File: config.mk
export PLATFORM = sky130hd
export DESIGN_NAME = csr_status_bank
export DESIGN_NICKNAME = d
export VERILOG_FILES = /design/src/common/csr_pkg.sv /design/src/rtl/csr_mon_mux.sv /design/src/rtl/csr_status_bank.sv
export VERILOG_INCLUDE_DIRS = /design/src /design/src/common
export SDC_FILE = /design/constraint.sdc
export NUM_CORES = 1
export LEC_CHECK = 0
export BUFFER_PORTS_ARGS = -buffer_cell sky130_fd_sc_hd__buf_2
export CAP_MARGIN = 30
export CORE_MARGIN = 5
export CORE_UTILIZATION = 40
export CTS_CLUSTER_DIAMETER = 120
export DETAILED_ROUTE_END_ITERATION = 10
export HOLD_SLACK_MARGIN = 0.03
export PLACE_DENSITY_LB_ADDON = 0.15
export SLEW_MARGIN = 20
export SYNTH_ARGS = -nofsm -noshare
export SYNTH_HDL_FRONTEND = slang
export SYNTH_SLANG_ARGS = --single-unit
export TNS_END_PERCENT = 1
File: constraint.sdc
create_clock -name clk_sys_in -period 2.69 [get_ports clk_sys_in]
set_input_delay 0.269 -clock clk_sys_in [delete_from_list [all_inputs] [get_ports clk_sys_in]]
set_output_delay 0.269 -clock clk_sys_in [all_outputs]
set_load 0.02 [all_outputs]
File: src/common/csr_map.svh
/*
 register offsets, field positions and reset values of the clock status
 readback bank. assumes byte-wide registers on a plain address/data port.
*/
`ifndef CSR_MAP_SVH
`define CSR_MAP_SVH
`define CSR_ADDR_W 10
`define CSR_OFF_CLK_LOCK 10'h22C
`define CSR_OFF_HOLD_CAL 10'h22D
`define CSR_OFF_MON_SEL 10'h230
`define CSR_BIT_SYN_REF 7
`define CSR_BIT_SYN_FB 6
`define CSR_BIT_XO 5
`define CSR_BIT_TEST_REF 4
`define CSR_BIT_REF_B 3
`define CSR_BIT_REF_A 2
`define CSR_BIT_SYN_LOCK 1
`define CSR_BIT_CLN_LOCK 0
`define CSR_BIT_HOLDOVER 3
`define CSR_BIT_AUTO_SEL 2
`define CSR_BIT_VCO_CAL 0
`define CSR_MON_SEL_W 6
`define CSR_MON_SEL_RST 6'h00
`endif

File: src/common/csr_pkg.sv
/*
 types shared by the clock status readback bank.
 assumes csr_map.svh is on the include path.
*/
`include "csr_map.svh"
package csr_pkg;
   typedef logic [7:0] csr_byte_type;
   typedef logic [`CSR_ADDR_W-1:0] csr_addr_type;
   typedef enum logic [5:0] {
      CSR_MON_GND = 6'h00,
      CSR_MON_BOTH_LOCK = 6'h01,
      CSR_MON_CLN_LOCK = 6'h02,
      CSR_MON_SYN_LOCK = 6'h03,
      CSR_MON_REFS_LOST = 6'h04
   } csr_mon_code_type;
endpackage : csr_pkg

File: src/rtl/csr_mon_mux.sv
/*
 status monitor selector: maps a 6-bit code to one status level.
 assumes status inputs synchronous to clk_sys_in.
*/
`timescale 1ns/1ps
`default_nettype none
module csr_mon_mux (
   // clock and reset
   input wire logic clk_sys_in,
   input wire logic srst_in,
   // selection
   input wire logic [5:0] sel_in,
   // status levels
   input wire logic cln_lock_in,
   input wire logic syn_lock_in,
   input wire logic ref_a_ok_in,
   input wire logic ref_b_ok_in,
   // monitor pin
   output logic mon_out
);
   import csr_pkg::*;
   logic mon_ff;
   logic nxt_mon;

   always_comb begin
      case (sel_in)
         CSR_MON_GND: nxt_mon = 1'b0;
         CSR_MON_BOTH_LOCK: nxt_mon = cln_lock_in & syn_lock_in;
         CSR_MON_CLN_LOCK: nxt_mon = cln_lock_in;
         CSR_MON_SYN_LOCK: nxt_mon = syn_lock_in;
         CSR_MON_REFS_LOST: nxt_mon = ~ref_a_ok_in & ~ref_b_ok_in;
         // codes past 4 are not implemented here; drive ground
         default: nxt_mon = 1'b0;
      endcase
   end

   always_ff @(posedge clk_sys_in) begin
      if (srst_in) begin
         mon_ff <= 1'b0;
      end else begin
         mon_ff <= nxt_mon;
      end
   end

   assign mon_out = mon_ff;
endmodule : csr_mon_mux
`default_nettype wire

File: src/rtl/csr_status_bank.sv
/*
 clock status readback bank: two read-only live status bytes and one
 read/write monitor selector, reached over a plain byte register port.
 assumes status flags come synchronous to clk_sys_in from the detectors.
*/
`timescale 1ns/1ps
`default_nettype none
`include "csr_map.svh"
// Contract
// - bit 7 reg0 shows synthesis reference present
// - bit 6 reg0 shows synthesis feedback present
// - bits 5..2 show oscillator, test, B, A
// - bits 1,0 show synthesis, cleanup lock
// - reg1 bit 3 shows holdover active
// - reg1 bit 2 shows auto-selected reference
// - reg1 bit 0 shows calibration running
// - monitor register bits 5..0 select condition
// - codes 0..3: ground, both, cleanup, synthesis
// - code 4 flags both references missing
module csr_status_bank (
   // clock and reset
   input wire logic clk_sys_in,
   input wire logic srst_in,
   // register port
   input wire csr_pkg::csr_addr_type reg_addr_in,
   input wire logic reg_wr_in,
   input wire logic reg_rd_in,
   input wire csr_pkg::csr_byte_type reg_wdata_in,
   output csr_pkg::csr_byte_type reg_rdata_out,
   output logic reg_rvalid_out,
   // clock presence flags
   input wire logic syn_ref_ok_in,
   input wire logic syn_fb_ok_in,
   input wire logic xo_ok_in,
   input wire logic test_ref_ok_in,
   input wire logic ref_b_ok_in,
   input wire logic ref_a_ok_in,
   // loop and control state
   input wire logic syn_lock_in,
   input wire logic cln_lock_in,
   input wire logic holdover_in,
   input wire logic auto_ref_b_in,
   input wire logic vco_cal_busy_in,
   // monitor pin and selector
   output logic mon_out,
   output logic [5:0] mon_sel_out
);
   import csr_pkg::*;

   logic [`CSR_MON_SEL_W-1:0] mon_sel_ff;
   logic [`CSR_MON_SEL_W-1:0] nxt_mon_sel;
   csr_byte_type rdata_ff;
   csr_byte_type nxt_rdata;
   logic rvalid_ff;
   logic nxt_rvalid;
   csr_byte_type clk_lock_byte;
   csr_byte_type hold_cal_byte;

   // live status bytes, assembled each cycle so reads are never stale
   always_comb begin
      clk_lock_byte = 8'h00;
      clk_lock_byte[`CSR_BIT_SYN_REF] = syn_ref_ok_in;
      clk_lock_byte[`CSR_BIT_SYN_FB] = syn_fb_ok_in;
      clk_lock_byte[`CSR_BIT_XO] = xo_ok_in;
      clk_lock_byte[`CSR_BIT_TEST_REF] = test_ref_ok_in;
      clk_lock_byte[`CSR_BIT_REF_B] = ref_b_ok_in;
      clk_lock_byte[`CSR_BIT_REF_A] = ref_a_ok_in;
      clk_lock_byte[`CSR_BIT_SYN_LOCK] = syn_lock_in;
      clk_lock_byte[`CSR_BIT_CLN_LOCK] = cln_lock_in;
      hold_cal_byte = 8'h00; // reserved bits stay zero
      hold_cal_byte[`CSR_BIT_HOLDOVER] = holdover_in;
      // only meaningful in auto select mode; passed through regardless
      hold_cal_byte[`CSR_BIT_AUTO_SEL] = auto_ref_b_in;
      hold_cal_byte[`CSR_BIT_VCO_CAL] = vco_cal_busy_in;
   end

   // selector register; writes to the readback bytes fall through
   always_comb begin
      nxt_mon_sel = mon_sel_ff;
      if (reg_wr_in && reg_addr_in == `CSR_OFF_MON_SEL) begin
         nxt_mon_sel = reg_wdata_in[`CSR_MON_SEL_W-1:0];
      end
   end

   // read path: one cycle latency, unmapped reads return zero
   always_comb begin
      nxt_rvalid = reg_rd_in;
      nxt_rdata = 8'h00;
      if (reg_rd_in) begin
         case (reg_addr_in)
            `CSR_OFF_CLK_LOCK: nxt_rdata = clk_lock_byte;
            `CSR_OFF_HOLD_CAL: nxt_rdata = hold_cal_byte;
            `CSR_OFF_MON_SEL: nxt_rdata = {2'b00, mon_sel_ff};
            default: nxt_rdata = 8'h00;
         endcase
      end
   end

   always_ff @(posedge clk_sys_in) begin
      if (srst_in) begin
         mon_sel_ff <= `CSR_MON_SEL_RST;
         rdata_ff <= 8'h00;
         rvalid_ff <= 1'b0;
      end else begin
         mon_sel_ff <= nxt_mon_sel;
         rdata_ff <= nxt_rdata;
         rvalid_ff <= nxt_rvalid;
      end
   end

   assign reg_rdata_out = rdata_ff;
   assign reg_rvalid_out = rvalid_ff;
   assign mon_sel_out = mon_sel_ff;

   csr_mon_mux u_mon_mux (
      .clk_sys_in(clk_sys_in),
      .srst_in(srst_in),
      .sel_in(mon_sel_ff),
      .cln_lock_in(cln_lock_in),
      .syn_lock_in(syn_lock_in),
      .ref_a_ok_in(ref_a_ok_in),
      .ref_b_ok_in(ref_b_ok_in),
      .mon_out(mon_out)
   );
endmodule : csr_status_bank
`default_nettype wire

==> metrics.cfg <==
[floorplan]
rows=16
core_area_um2=1940
die_h_um=55.0
die_w_um=55.0
start_util_pct=41.7
io_pins=49
dieArea_um2=3020

[cells_and_area]
area_growth_pct=34.2
n_antenna_cell=0
nets=159
regArea_um2=320
nFillCells=185
multiInputGateArea_um2=454
drive_above_1_share_pct=45.6

[timing]
fmaxAchievable_ghz=0.706
max-slew-margin-rel_pct=62.9
tightest_slew_ns=0.556
setup_viol=0
grt_setup_unrepaired=no
fin_tns_setup_ns=0
period_share_pct=52.6
drv_slew=0
clock_skew_ns=0.00832
finalHoldViolations=0
period_minus_slack_ns=1.42

[clocking]
clk_transition_reported_paths_ns=0.09
clk_latency_ns=0.28
cts_max_path_buffers=2
h-tree-depth=1
postCtsHoldBufs=0
cts_tree=built
cts_sinks=16
post_cts_buffers=0
cts_resized=0
cts_buffers=3
cts_root_buffer=clkbuf_4

[drt]
ant_nets=0
firstDrtPassIters=4
route.detailed.drc=0
via_per_inst=5.08
vias=772
first_iter_violations=17
wire_per_inst_um=12.1
wirelength_um=1840

[worst_setup_path]
end_kind=flip-flop
path_class=in -> reg
critPathMaxFanout=16
arrival_ns=1.62
crit_family=simple AND/OR/NAND/NOR gates
startpoint_type=input pin
cpPeakStageDelay_ns=0.52
critical_path_required_ns=2.90
slowest_stage=and4_1
crit_chain=buf_2 > nor3b_4 > and4_1 > mux2i_1
crit_buf_inv=1

[global_routing]
grt_overflow_total=0
first_global_vias=691
grt_antenna_before_repair=0
grt_max_degree=17
grt_first_pass_wirelength_um=2840
grt_usage_pct=12.9

[pwr]
ir_worst_vdd_mv=0.215
p_clk_share_pct=34.9
total_power_w=0.000446
seqPwrFrac_pct=53.3
p_sw_w=0.0000974
p_comb_share_pct=11.8
power.density_nw_per_um2=410
p_int_w=0.000348
p_sw_share_pct=21.9
leakage_nw=0.472

[logic_synthesis]
yosysWarnings=0
synth_area_um2=810
syn_nets=112
ys_ff_latch=16
netlist.top_cell.by_area=dfxtp_1
synthTopCellsByArea=dfxtp_1, nand2b_1, nand4_1, mux2i_1, a221oi_1
syn-mean-instance-area_um2=10.2
netlist.area_leader.share_pct=39.6
yosys.cell_types.count=24
yosysSeqAreaShare_pct=39.6
syn_inst=79

[outcome]
status=finished clean

[flow_run]
max-cap-violations=0

[place]
gp_congestion=0.821
numPortBuffers=46
hpwl_um=1520

[worst_hold_path]
hp-class=in -> reg

## placed cells by master (no fill, tap or decap), types with 2 or more instances in the layout
cell,instances
nand2_1,2
nand2b_1,12
clkbuf_4,3
mux2i_1,6
buf_2,46
mux2_2,3
nand4_1,12
dfxtp_1,16
nor3b_4,2
and3_1,3
a221oi_1,6
## power groups by stage
stage	combinational [W]	sequential (W)	clock, W
floorplan	0.0000229	0.000244	0
global placement	0.0000516	0.000243	0
detailed placement	0.0000527	0.000243	0
CTS	0.0000529	0.000238	0.000159
global route	0.0000578	0.000238	0.000171
finish	0.0000527	0.000238	0.000155
## path summary, 6_finish.rpt
kind                                    start                      endpoint  slack [ns]  depth (start not counted)
hold reg to reg   mon_sel_out[5]$_SDFFE_PP0P_   mon_sel_out[5]$_SDFFE_PP0P_        0.51                          2
setup reg to reg  mon_sel_out[0]$_SDFFE_PP0P_  u_mon_mux.mon_out$_SDFF_PP0_        1.65                          2
hold / removal                  syn_ref_ok_in   reg_rdata_out[7]$_SDFF_PP0_        0.21                          2
setup / recovery               reg_addr_in[7]   mon_sel_out[4]$_SDFFE_PP0P_        1.27                          4
## Yosys cell counts
| library cell | count |
|---|---|
| nand2b_1 | 12 |
| maj3_1 | 1 |
| nand2_1 | 2 |
| o31ai_1 | 1 |
| nand3b_1 | 1 |
| nor3b_4 | 2 |
| o2111a_1 | 1 |
| and3b_1 | 1 |
| nor4b_2 | 1 |
| buf_2 | 1 |
| clkbuf_1 | 1 |
| and4_1 | 1 |
| nand4_1 | 12 |
| mux2i_1 | 6 |
| nor4_1 | 1 |
| dfxtp_1 | 16 |
| mux2_2 | 3 |
| inv_1 | 1 |
| and3_1 | 3 |
| nor2b_1 | 1 |
| nor3b_1 | 1 |
| o21ai_0 | 1 |
| buf_4 | 3 |
| a221oi_1 | 6 |
## worst register-to-register path, cell delays in order, from the launching register on
cell	delay [ns]
dfxtp_1	0.36
maj3_1	0.35
o2111a_1	0.24
## metrics by stage
stage	utilization (%)	hold slack (ns)	cells	setup WS, ns	area [um2]
global placement	54.1	0.495	148	1.01	1050
detailed placement	54.1	0.495	148	0.974	1050
finish	55.9	0.212	152	1.27	1090
floorplan	-	0.367	79	1.54	810
CTS	55.9	0.204	152	1.27	1090
global route	55.9	0.200	152	1.13	1090
## per-layer routing
metal	vias up	wire (um)	share of wire [%]	GRT usage (%)
li1	397	-	-	-
met1	351	765	42	15.3
met2	22	899	49	21.7
met3	2	162	8.8	4.02
met4	0	12	0.65	4.86
met5	-	0	0	0
## cell type report
class                      count  area share [%]
multi-input combinational     57            41.8
sequential                    16            29.5
timing repair buffer          47            21.9
clock buffer                   4            3.34
tap                           27            3.11
inverter                       1           0.346
## kinds of logic after synthesis
kind of cell	after synthesis	share of synthesized area, %
AND/OR/NAND/NOR	38	33.9
adder cells (fa/ha/maj)	1	1.24
multiplexers	9	11.6
AO/OA/AOI/OAI	9	9.43
buffers and inverters	6	4.33
flip-flops	16	39.6
## sequential cells by signal (all words and copies together), names as in the netlist
register and count:
reg_rdata_out 8, mon_sel_out 6, reg_rvalid_out 1, u_mon_mux.mon_out 1
No activity file was read; power rests on OpenSTA's default activity.
